===== src/rtl/stc_regs.svh =====
`ifndef STC_REGS_SVH
`define STC_REGS_SVH
// Overview of operation
// - Host writes service request mask 0..255; mask bit 6 is never stored.
// - Status bit 6 is the OR of all status bits enabled by the mask.
// - MSS survives a status query; it drops only when enabled causes vanish.
// - Status byte: 7 oper, 6 MSS/RQS, 5 event, 4 message, 3 quest, 2 error.
// - Mask query returns the current mask unchanged.
// - Status query returns the byte with MSS in bit 6, changing nothing.
// - Serial poll returns the byte with RQS in bit 6, then clears RQS.
// - Armed trigger loads preset trigger levels as setpoints, then disarms.
// - With continuous triggering on, each accepted trigger re-arms at once.
// - Trigger command and group trigger act only while addressed as listener.
// - Self-test answers 0 if all modules pass, else each failing address plus one.
// - Self-test: off/open, max positive, zero, swap negative, max negative, zero/restore.
// - Modules without relays see the self-test levels directly on their output.
// - Module error reports over the module bus update that module's flags.
// - A module passes self-test when its questionable flags are all zero.
// - Wait command stalls later commands until pending work has finished.
// - With continuous off, initiate arms exactly one trigger.
// - Reset command turns continuous triggering off.
`define SRE_WMASK   8'hBF
`define SRE_RST     8'h00
`define STB_MSS     6
`define CMD_SRE     4'h1
`define CMD_SRE_Q   4'h2
`define CMD_STB_Q   4'h3
`define CMD_TRG     4'h4
`define CMD_INIT    4'h5
`define CMD_CONT    4'h6
`define CMD_RST     4'h7
`define CMD_TST     4'h8
`define CMD_WAI     4'h9
`define LVL_OFF     2'h0
`define LVL_POS     2'h1
`define LVL_ZERO    2'h2
`define LVL_NEG     2'h3
`define CLK_MHZ     10
`define ST_DWELL_US 50
`define ST_DWELL_CYC (`ST_DWELL_US * `CLK_MHZ)
`define NMOD        4
`endif


===== src/rtl/stc_pkg.sv =====
package stc_pkg;
  typedef enum logic [1:0] {CS_IDLE, CS_WAIT, CS_TEST, CS_REPORT} ctl_state_t;
  typedef enum logic [2:0] {
    ST_IDLE, ST_OFF, ST_POS, ST_ZERO1, ST_SWAP, ST_NEG, ST_ZERO2
  } st_step_t;
endpackage


===== src/rtl/selftest_seq.sv =====
`timescale 1ns/1ps
`include "stc_regs.svh"
module selftest_seq import stc_pkg::*; (
  input  wire logic       core_clk_in,
  input  wire logic       rst_b_in,
  input  wire logic       ce_in,
  input  wire logic       start_in,
  input  wire logic [3:0] has_relay_in,
  output logic      [1:0] level_out,
  output logic      [3:0] relay_open_out,
  output logic      [3:0] relay_neg_out,
  output logic            meas_out,
  output logic            done_out
);
  localparam logic [9:0] DWELL_LAST = 10'(`ST_DWELL_CYC - 1);
  st_step_t   step_reg, step_next;
  logic [9:0] cnt_reg;
  logic       last;

  // Fixed step order, ending back in idle
  function automatic st_step_t step_after(input st_step_t s);
    case (s)
      ST_OFF:   step_after = ST_POS;
      ST_POS:   step_after = ST_ZERO1;
      ST_ZERO1: step_after = ST_SWAP;
      ST_SWAP:  step_after = ST_NEG;
      ST_NEG:   step_after = ST_ZERO2;
      default:  step_after = ST_IDLE;
    endcase
  endfunction

  assign last = (cnt_reg == DWELL_LAST);

  // Each step dwells so the output settles; only the positive, first zero and negative steps are measured
  always_comb begin
    step_next = step_reg;
    if (step_reg == ST_IDLE) begin
      if (start_in) step_next = ST_OFF;
    end else if (last) begin
      step_next = step_after(step_reg);
    end
  end

  always_ff @(posedge core_clk_in or negedge rst_b_in) begin
    if (!rst_b_in) begin
      step_reg <= ST_IDLE;
      cnt_reg  <= 10'h000;
    end else if (ce_in) begin
      step_reg <= step_next;
      cnt_reg  <= (step_reg == ST_IDLE || last) ? 10'h000 : cnt_reg + 10'h001;
    end
  end

  // Drive levels; relay-less modules see every level at their terminals
  always_ff @(posedge core_clk_in or negedge rst_b_in) begin
    if (!rst_b_in) begin
      level_out      <= `LVL_OFF;
      relay_open_out <= 4'h0;
      relay_neg_out  <= 4'h0;
      meas_out       <= 1'b0;
      done_out       <= 1'b0;
    end else if (ce_in) begin
      case (step_next)
        ST_POS:   level_out <= `LVL_POS;
        ST_ZERO1: level_out <= `LVL_ZERO;
        ST_NEG:   level_out <= `LVL_NEG;
        ST_ZERO2: level_out <= `LVL_ZERO;
        default:  level_out <= `LVL_OFF;
      endcase
      relay_open_out <= (step_next == ST_OFF) ? has_relay_in : 4'h0;
      relay_neg_out  <= (step_next == ST_SWAP || step_next == ST_NEG)
                        ? has_relay_in : 4'h0;
      meas_out <= last && (step_reg == ST_POS || step_reg == ST_ZERO1
                           || step_reg == ST_NEG);
      done_out <= last && (step_reg == ST_ZERO2);
    end
  end
endmodule


===== src/rtl/status_trigger_selftest_ctrl.sv =====
`timescale 1ns/1ps
`include "stc_regs.svh"
module status_trigger_selftest_ctrl import stc_pkg::*; (
  input  wire logic        core_clk_in,
  input  wire logic        rst_b_in,
  input  wire logic        ce_in,
  input  wire logic        cmd_valid_in,
  input  wire logic [3:0]  cmd_code_in,
  input  wire logic [7:0]  cmd_data_in,
  output logic             cmd_ready_out,
  input  wire logic        listener_in,
  input  wire logic        get_in,
  input  wire logic        spoll_in,
  output logic      [7:0]  spoll_data_out,
  output logic             resp_valid_out,
  output logic      [7:0]  resp_data_out,
  output logic             resp_last_out,
  input  wire logic        oper_sum_in,
  input  wire logic        esb_in,
  input  wire logic        mav_in,
  input  wire logic        ques_sum_in,
  input  wire logic        errq_in,
  input  wire logic        pending_in,
  input  wire logic [15:0] trig_volt_in,
  input  wire logic [15:0] trig_curr_in,
  output logic      [15:0] volt_set_out,
  output logic      [15:0] curr_set_out,
  output logic             wtg_out,
  output logic             cont_out,
  input  wire logic [3:0]  has_relay_in,
  input  wire logic        mod_err_valid_in,
  input  wire logic [1:0]  mod_err_addr_in,
  input  wire logic [7:0]  mod_err_flags_in,
  input  wire logic [3:0]  ques_clr_in,
  output logic      [3:0]  ques_nz_out,
  output logic      [1:0]  st_level_out,
  output logic      [3:0]  relay_open_out,
  output logic      [3:0]  relay_neg_out,
  output logic             meas_out,
  output logic             st_active_out
);
  // ********************************************************
  // Declarations and helpers
  // ********************************************************
  ctl_state_t  state_reg;
  logic [7:0]  sre_reg;
  logic        rqs_reg;
  logic        mss_prev_reg;
  logic        wtg_reg;
  logic        cont_reg;
  logic [7:0]  ques_reg [`NMOD];
  logic [3:0]  fail_reg;
  logic [7:0]  stb_w;
  logic        mss_w;
  logic        take;
  logic        trg_evt;
  logic        st_done;
  logic [1:0]  fail_idx;
  logic [3:0]  fail_left;

  // Status byte with a chosen bit 6; low two bits always zero
  function automatic logic [7:0] stb_build(input logic b6, input logic op,
                                            input logic es, input logic mv,
                                            input logic qs, input logic eq);
    stb_build = {op, b6, es, mv, qs, eq, 2'b00};
  endfunction

  // Lowest set bit of the failing-module mask
  function automatic logic [1:0] low_idx(input logic [3:0] m);
    low_idx = 2'h0;
    for (int i = 3; i >= 0; i--) begin
      if (m[i]) low_idx = 2'(i);
    end
  endfunction

  // ********************************************************
  // Status byte summary
  // ********************************************************
  // Bit 6 of the enable mask is never set, so bit 6 cannot feed itself
  assign stb_w = stb_build(1'b0, oper_sum_in, esb_in, mav_in, ques_sum_in, errq_in);
  assign mss_w = |(stb_w & sre_reg);

  // Command handshake: stalls while waiting or running the self-test
  assign cmd_ready_out = (state_reg == CS_IDLE);
  assign take          = ce_in && cmd_valid_in && cmd_ready_out;

  // Trigger only counts while addressed as a listener
  assign trg_evt = ce_in && listener_in
                   && ((take && cmd_code_in == `CMD_TRG) || get_in);

  // ********************************************************
  // Service request mask
  // ********************************************************
  always_ff @(posedge core_clk_in or negedge rst_b_in) begin
    if (!rst_b_in) begin
      sre_reg <= `SRE_RST;
    end else if (take && cmd_code_in == `CMD_SRE) begin
      sre_reg <= cmd_data_in & `SRE_WMASK;
    end
  end

  // ********************************************************
  // Request for service and serial poll
  // ********************************************************
  // A new reason raises RQS; a poll in the same cycle loses to it
  always_ff @(posedge core_clk_in or negedge rst_b_in) begin
    if (!rst_b_in) begin
      rqs_reg        <= 1'b0;
      mss_prev_reg   <= 1'b0;
      spoll_data_out <= 8'h00;
    end else if (ce_in) begin
      mss_prev_reg <= mss_w;
      if (mss_w && !mss_prev_reg) begin
        rqs_reg <= 1'b1;
      end else if (spoll_in) begin
        rqs_reg <= 1'b0;
      end
      if (spoll_in) begin
        spoll_data_out <= stb_build(rqs_reg, oper_sum_in, esb_in, mav_in,
                                    ques_sum_in, errq_in);
      end
    end
  end

  // ********************************************************
  // Trigger system
  // ********************************************************
  // Reset outranks everything; arming commands outrank a trigger
  always_ff @(posedge core_clk_in or negedge rst_b_in) begin
    if (!rst_b_in) begin
      wtg_reg  <= 1'b0;
      cont_reg <= 1'b0;
    end else if (ce_in) begin
      if (take && cmd_code_in == `CMD_RST) begin
        cont_reg <= 1'b0;
        wtg_reg  <= 1'b0;
      end else if (take && cmd_code_in == `CMD_CONT) begin
        cont_reg <= cmd_data_in[0];
        wtg_reg  <= cmd_data_in[0] | wtg_reg;
      end else if (take && cmd_code_in == `CMD_INIT) begin
        wtg_reg <= 1'b1;
      end else if (trg_evt && wtg_reg) begin
        wtg_reg <= cont_reg;
      end
    end
  end

  // Setpoints follow the preset trigger levels on an armed trigger
  always_ff @(posedge core_clk_in or negedge rst_b_in) begin
    if (!rst_b_in) begin
      volt_set_out <= 16'h0000;
      curr_set_out <= 16'h0000;
    end else if (ce_in) begin
      if (take && cmd_code_in == `CMD_RST) begin
        volt_set_out <= 16'h0000;
        curr_set_out <= 16'h0000;
      end else if (trg_evt && wtg_reg) begin
        volt_set_out <= trig_volt_in;
        curr_set_out <= trig_curr_in;
      end
    end
  end

  assign wtg_out  = wtg_reg;
  assign cont_out = cont_reg;

  // ********************************************************
  // Module questionable flags
  // ********************************************************
  // Flags accumulate until cleared; a report in the clear cycle survives
  always_ff @(posedge core_clk_in or negedge rst_b_in) begin
    if (!rst_b_in) begin
      for (int i = 0; i < `NMOD; i++) ques_reg[i] <= 8'h00;
    end else if (ce_in) begin
      for (int i = 0; i < `NMOD; i++) begin
        ques_reg[i] <= (ques_clr_in[i] ? 8'h00 : ques_reg[i])
                       | ((mod_err_valid_in && mod_err_addr_in == 2'(i))
                          ? mod_err_flags_in : 8'h00);
      end
    end
  end

  always_comb begin
    for (int i = 0; i < `NMOD; i++) ques_nz_out[i] = |ques_reg[i];
  end

  // ********************************************************
  // Self-test sequencer
  // ********************************************************
  selftest_seq u_seq (
    .core_clk_in    (core_clk_in),
    .rst_b_in       (rst_b_in),
    .ce_in          (ce_in),
    .start_in       (take && cmd_code_in == `CMD_TST),
    .has_relay_in   (has_relay_in),
    .level_out      (st_level_out),
    .relay_open_out (relay_open_out),
    .relay_neg_out  (relay_neg_out),
    .meas_out       (meas_out),
    .done_out       (st_done)
  );

  assign st_active_out = (state_reg == CS_TEST);
  assign fail_idx      = low_idx(fail_reg);
  assign fail_left     = fail_reg & ~(4'h1 << fail_idx);

  // ********************************************************
  // Command sequencing
  // ********************************************************
  // Stale flags are not cleared first, so an old error fails the test
  always_ff @(posedge core_clk_in or negedge rst_b_in) begin
    if (!rst_b_in) begin
      state_reg <= CS_IDLE;
      fail_reg  <= 4'h0;
    end else if (ce_in) begin
      case (state_reg)
        CS_IDLE: begin
          if (take && cmd_code_in == `CMD_WAI) state_reg <= CS_WAIT;
          if (take && cmd_code_in == `CMD_TST) state_reg <= CS_TEST;
        end
        CS_WAIT: begin
          if (!pending_in) state_reg <= CS_IDLE;
        end
        CS_TEST: begin
          if (st_done) begin
            state_reg <= CS_REPORT;
            fail_reg  <= ques_nz_out;
          end
        end
        CS_REPORT: begin
          fail_reg <= fail_left;
          if (fail_left == 4'h0) state_reg <= CS_IDLE;
        end
        default: state_reg <= CS_IDLE;
      endcase
    end
  end

  // ********************************************************
  // Responses
  // ********************************************************
  // One word per answer; the self-test sends one address per failure
  always_ff @(posedge core_clk_in or negedge rst_b_in) begin
    if (!rst_b_in) begin
      resp_valid_out <= 1'b0;
      resp_data_out  <= 8'h00;
      resp_last_out  <= 1'b0;
    end else if (ce_in) begin
      resp_valid_out <= 1'b0;
      resp_last_out  <= 1'b0;
      if (take && cmd_code_in == `CMD_SRE_Q) begin
        resp_valid_out <= 1'b1;
        resp_last_out  <= 1'b1;
        resp_data_out  <= sre_reg;
      end else if (take && cmd_code_in == `CMD_STB_Q) begin
        resp_valid_out <= 1'b1;
        resp_last_out  <= 1'b1;
        resp_data_out  <= stb_build(mss_w, oper_sum_in, esb_in, mav_in,
                                    ques_sum_in, errq_in);
      end else if (state_reg == CS_REPORT) begin
        resp_valid_out <= 1'b1;
        resp_last_out  <= (fail_left == 4'h0);
        resp_data_out  <= (fail_reg == 4'h0) ? 8'h00
                          : 8'({6'h00, fail_idx} + 8'h01);
      end
    end
  end
endmodule


===== config.mk =====
export PLATFORM = sky130hd
export DESIGN_NAME = status_trigger_selftest_ctrl
export DESIGN_NICKNAME = d
export VERILOG_FILES = /design/src/rtl/stc_pkg.sv /design/src/rtl/selftest_seq.sv /design/src/rtl/status_trigger_selftest_ctrl.sv
export VERILOG_INCLUDE_DIRS = /design/src /design/src/rtl
export SDC_FILE = /design/constraint.sdc
export NUM_CORES = 1
export LEC_CHECK = 0
export BUFFER_PORTS_ARGS = -buffer_cell sky130_fd_sc_hd__buf_2
export CORE_ASPECT_RATIO = 0.7
export CORE_MARGIN = 2
export CORE_UTILIZATION = 53
export CTS_CLUSTER_SIZE = 30
export DETAILED_ROUTE_END_ITERATION = 10
export PLACE_DENSITY = 0.76
export SLEW_MARGIN = 0
export SYNTH_ARGS = -nofsm -noshare
export SYNTH_HDL_FRONTEND = slang
export SYNTH_SLANG_ARGS = --single-unit

===== constraint.sdc =====
create_clock -name core_clk_in -period 2.4 [get_ports core_clk_in]
set_clock_uncertainty 0.15 [all_clocks]
set_input_delay 0.6 -clock core_clk_in [delete_from_list [all_inputs] [get_ports core_clk_in]]
set_output_delay 0.6 -clock core_clk_in [all_outputs]
set_load 0.01 [all_outputs]

# [Word-level counts from Yosys, hierarchy flattened]
# Index checks and enable logic that the tools add are counted.
# Widths: inputs -> output; s select.
[word_totals] ff_bits=122 in_bits=76 out_inout_bits=69 elab_cells=169
[op_classes] add_sub_neg=2 n_eq_ne=32 shifts=1 n_mux=50 bitwise=8 reduce_logical=52
[ops] op="$mux 8" count=11
[ops] op="$mux 16" count=4
[ops] op="$reduce_or 8->1" count=5
[ops] op="$or 8x8->8" count=4
[ops] op="$logic_and 1x1->1" count=21
[ops] op="$eq 3x3->1 const B" count=6
[ops] op="$mux 2" count=9
[ops] op="$eq 4x3->1 const B" count=4
[ops] op="$pmux 3 s5" count=1
[ops] op="$mux 1" count=14
[ops] op="$eq 3x2->1 const B" count=4
[ops] op="$mux 3" count=4
[ops] op="$mux 4" count=3
[ops] op="$reduce_and 2->1" count=6
[ops] op="$add 10x1->10 const B" count=1
[ops] op="$eq 10x9->1 const B" count=1
[ops] op="$mux 10" count=1
[ops] op="$and 8x8->8" count=1
[ops] op="$eq 2x2->1 const B" count=4
[ops] op="$eq 4x2->1 const B" count=2
[ops] op="$eq 4x4->1 const B" count=2
[ops] op="$logic_not 4->1" count=2
[ops] op="$pmux 2 s4" count=1
[ops] op="$pmux 4 s2" count=1
[ops] op="other kinds (22)" count=33

# [Longest topological paths before layout]
[depth] word_depth=11 ltp_mapped=8 ltp_nobuf=8

# [By module]
# Synthesis repeated with hierarchy kept, for this count alone.
[unflattened] hier_cells=467 area_unflattened_um2=5482.8
[by_module_without_submodules] mod="status_trigger_selftest_ctrl" n_inst=1 cells_each=322 area_each_um2=4134.0 seq_area_each_um2=2427.3
[by_module_without_submodules] mod="selftest_seq" n_inst=1 cells_each=145 area_each_um2=1348.8 seq_area_each_um2=625.6

# [Least setup slack after synthesis]
# OpenSTA, ideal clock, no wires.
[synth_path] path_type="input port to flip-flop" from="input port cmd_code_in[1]" to="register resp_data_out[1]" setup_time_ns=0.127 t_arrival_ns=1.753 required_ns=2.123 slack_ns=0.370 stages=6 path_buffers=2 cell_sequence="buf_4 -> nor2b_1 -> nand3_4 -> a21o_1 -> buf_6 -> mux2_1"
[synth_via] elab_chain_cells=4 elab_cells_between_ends=8 classes_between="eq/ne (2); mux (2); reduce/logical (4)"
[synth_lines] item="start, declared" line="status_trigger_selftest_ctrl.sv:8" rtl="input wire logic [3:0] cmd_code_in,"
[synth_lines] item="$eq 4x2->1 (no source line)"
[synth_lines] item="$logic_and 1x1->1 (no source line)"
[synth_lines] item="$reduce_bool 3->1 (no source line) or $mux 8 (tied branches)"
[synth_lines] item="$reduce_and 2->1 (no source line) or $mux 8 (tied branches)"
[synth_lines] item="end signal, assigned" line="status_trigger_selftest_ctrl.sv:254" rtl="resp_data_out <= sre_reg;"
[synth_lines] item="end signal, assigned" line="status_trigger_selftest_ctrl.sv:258" rtl="resp_data_out <= stb_build(mss_w, oper_sum_in, esb_in, mav_in,"
[synth_lines] item="end signal, assigned" line="status_trigger_selftest_ctrl.sv:263" rtl="resp_data_out <= (fail_reg == 4'h0) ? 8'h00"
[synth_lines] item="end, declared" line="status_trigger_selftest_ctrl.sv:16" rtl="output logic [7:0] resp_data_out,"
# Parallel ways exist; a longest one is shown, timed or not.
# A chain may end at the register's enable or synchronous reset.

# [Worst setup path after layout]
[layout_path] from="register ques_reg[10] (netlist name)" to="output port ques_nz_out[2]"
[layout_via] elab_chain_cells=1
[layout_lines] item="start, declared" line="status_trigger_selftest_ctrl.sv:51" rtl="logic [7:0] ques_reg [`NMOD];"
[layout_lines] item="start signal, assigned by index" line="status_trigger_selftest_ctrl.sv:176" rtl="ques_reg[i] <= (ques_clr_in[i] ? 8'h00 : ques_reg[i])"
[layout_lines] item="$reduce_or 8->1" line="status_trigger_selftest_ctrl.sv:184" rtl="for (int i = 0; i < `NMOD; i++) ques_nz_out[i] = |ques_reg[i];"
[layout_lines] item="end, declared" line="status_trigger_selftest_ctrl.sv:35" rtl="output logic [3:0] ques_nz_out,"
# Every way passes these cells.

==> impl_metrics.env <==
export IMPL_run_status="completed"
export IMPL_yosys_area_top_type="dfrtp_1"
export IMPL_r2r_cells=5
export IMPL_hold_end="curr_set_out[12]"
export IMPL_hpwl_mm=9.518
export IMPL_chipWidth_um=124.9
export IMPL_n_antenna_cell=0
export IMPL_dr_first_iter_drc_count=294
export IMPL_routabilityCongestion=0.8431
export IMPL_root_buffer="clkbuf_16"
export IMPL_syn_avg_cell_area_um2=12.00
export IMPL_whs_ns=0.2553
export IMPL_cp_start_kind="flip-flop"
export IMPL_ys_async_sr_fraction_pct=100.0
export IMPL_worstPathMaxFanout=2
export IMPL_io_pins=145
export IMPL_num_rows=30
export IMPL_first_pass_iters=8
export IMPL_clock_sinks=122
export IMPL_min_from="trig_curr_in[12]"
export IMPL_synth_top_area_share_pct=56.27
export IMPL_syn_to_final_growth_pct=27.56
export IMPL_cts_clk_slew_worst_paths_ns=0.06
export IMPL_synthesis_area_um2=5425
export IMPL_portBuffers=141
export IMPL_hold_depth=2
export IMPL_layout_setup_ws_ns=0.1332
export IMPL_total_leakage_power_nw=3.459
export IMPL_drt_wl_total_mm=13.56
export IMPL_synth_top_cells_by_area="dfrtp_1 56%, a22o_1 11%, mux2_2 2.9%"
export IMPL_drc=0
export IMPL_globalRouteOverflowTotal=0
export IMPL_grt_pass1_wl_mm=21.51
export IMPL_coreArea_um2=9834
export IMPL_initial_core_util_pct=55.17
export IMPL_synthCells=452
export IMPL_postLayoutCoreUtil_pct=70.37
export IMPL_slew_headroom_pct=44.17
export IMPL_r2r_start="u_seq.cnt_reg[0]"
export IMPL_synth_main_ff_cell="dfrtp_1"
export IMPL_slew_violations=0
export IMPL_grt_max_degree=52
export IMPL_clock_path_buffers=2
export IMPL_antenna_found_initial=0
export IMPL_routed_via_density=5.832
export IMPL_cap_violations=0
export IMPL_synth_seq_area_share_pct=56.27
export IMPL_hold_class="in2reg"
export IMPL_track_usage_pct=24.83
export IMPL_setup_tns_final_ns=0
export IMPL_min_period_ns=2.267
export IMPL_critPathKind="reg2out"
export IMPL_worstReg2RegEnd="u_seq.relay_open_out[0]"
export IMPL_synth_cell_types=62
export IMPL_largest_reg_flops=32
export IMPL_dieArea_um2=11070
export IMPL_final_nets=686
export IMPL_synth_edf_count=0
export IMPL_hold_viol=0
export IMPL_ant_nets=0
export IMPL_clk_latency_ns=0.41
export IMPL_setup_viol=0
export IMPL_synth_warnings=0
export IMPL_fmax_mhz=441.2
export IMPL_reg2reg_slack_ns=0.16
export IMPL_required_ns=1.65
export IMPL_dp_slack_ns=0.1870
export IMPL_synth_seq_cells=122
export IMPL_cts_buffers=17
export IMPL_layout_drive_gt1_share_pct=34.95
export IMPL_cp_end_kind="primary output"
export IMPL_worst_pin_slew_ns=0.8310
export IMPL_cts_tree="done"
export IMPL_first_global_vias=4131
export IMPL_rsz0062_at_grt="false"
export IMPL_num_vias=4351
export IMPL_post_route_period_util_pct=94.45
export IMPL_htree_levels=4
export IMPL_die_h_um=88.65
export IMPL_cp_data_arrival_time_ns=1.52
export IMPL_ir_worst_vdd_mv=0.6569
export IMPL_p_per_area_nw_per_um2=1055
export IMPL_wl_per_cell_um=18.17
cell type report:
cell class	instances	area, µm²
tap	128	160.2
clock inverter	11	147.6
fill	735	2914
multi-input combinational	289	2182
sequential	122	3053
timing repair buffer	158	863.3
inverter	19	71.32
clock buffer	19	442.9
critical path: stages, from the launching register on:
cell     delay (ns)
dfrtp_1        0.39
nor4_2         0.40
nand2_1        0.14
buf_2          0.17
how the worst max path moves through the flow:
stage	end	start	slack, ns
floorplan	resp_data_out[1]	cmd_code_in[1]	0.37
global placement	curr_set_out[3]	ce_in	0.26
detailed placement	ques_reg[26]	ce_in	0.19
CTS	ques_nz_out[1]	ques_reg[22]	0.12
global route	ques_nz_out[1]	ques_reg[22]	0.05
finish	ques_nz_out[2]	ques_reg[10]	0.13
routing by layer:
metal / track usage (%) / share of wire [%] / vias to the layer above
met4: 9.091 / 1.2 / 0
met1: 34.55 / 45 / 2158
met2: 39.74 / 48 / 170
li1: - / - / 2008
met3: 4.837 / 6.3 / 15
met5: 0 / 0 / -
synthesized netlist by cell type (all sizes together) (5+ instances only):
library cell	n
buf	19
dfrtp	122
nor2	20
nor3	8
o21ai	6
nor2b	6
a22o	67
nand2b	5
inv	19
nand3	10
mux2i	10
nor4	13
o32ai	5
o2bb2ai	15
a21oi	6
mux2	17
nand2	37
through the flow:
stage | std cells | power [mW] | area [µm²]
2_1_floorplan | 453 | 3.985 | 5429
3_3_place_gp | 715 | 4.666 | 6307
3_5_place_dp | 715 | 4.744 | 6307
4_1_cts | 746 | 7.353 | 6920
5_1_grt | 746 | 7.648 | 6920
6_report | 746 | 7.301 | 6920
cell usage in the layout, fill, tap and decap left out, types with 4 or more instances in the layout:
cell type,instances
buf_2,140
dfrtp_1,122
a22o_1,67
nand2_1,37
nor2_1,20
inv_1,19
clkbuf_16,17
o2bb2ai_1,15
buf_4,15
mux2_2,14
mux2i_1,10
nor4_1,9
nand3_1,9
nor3_1,8
nor2b_1,6
o21ai_0,6
a21oi_1,5
o32ai_1,5
nand2b_1,5
xor2_1,4
xnor2_1,4
clkinvlp_4,4
power by group:
| group | switching [mW] | internal (mW) |
|---|---|---|
| Sequential | 0.409 | 2.58 |
| Clock | 0.911 | 1.65 |
| Combinational | 0.876 | 0.874 |
repair_timing:
action,4_1_cts,5_1_grt
endpoints found under the setup margin,1,0
setup buffers,0,0
hold endpoints to repair,17,0
hold buffers,1,0
gates resized for setup,2,0
logic make-up (layout without fill, tap and decap cells):
family / after synthesis / in the layout / share of synthesized area, %
xor+xnor: 8 / 8 / 1.291
simple gates: 122 / 122 / 12.89
other cells: 1 / 2 / 0.06912
fa+ha+maj: 3 / 3 / 0.6920
mux: 27 / 27 / 5.512
compound gates: 127 / 127 / 19.46
flops: 122 / 122 / 56.27
buf+inv: 42 / 207 / 3.805
(Power assumes the default switching activity.)
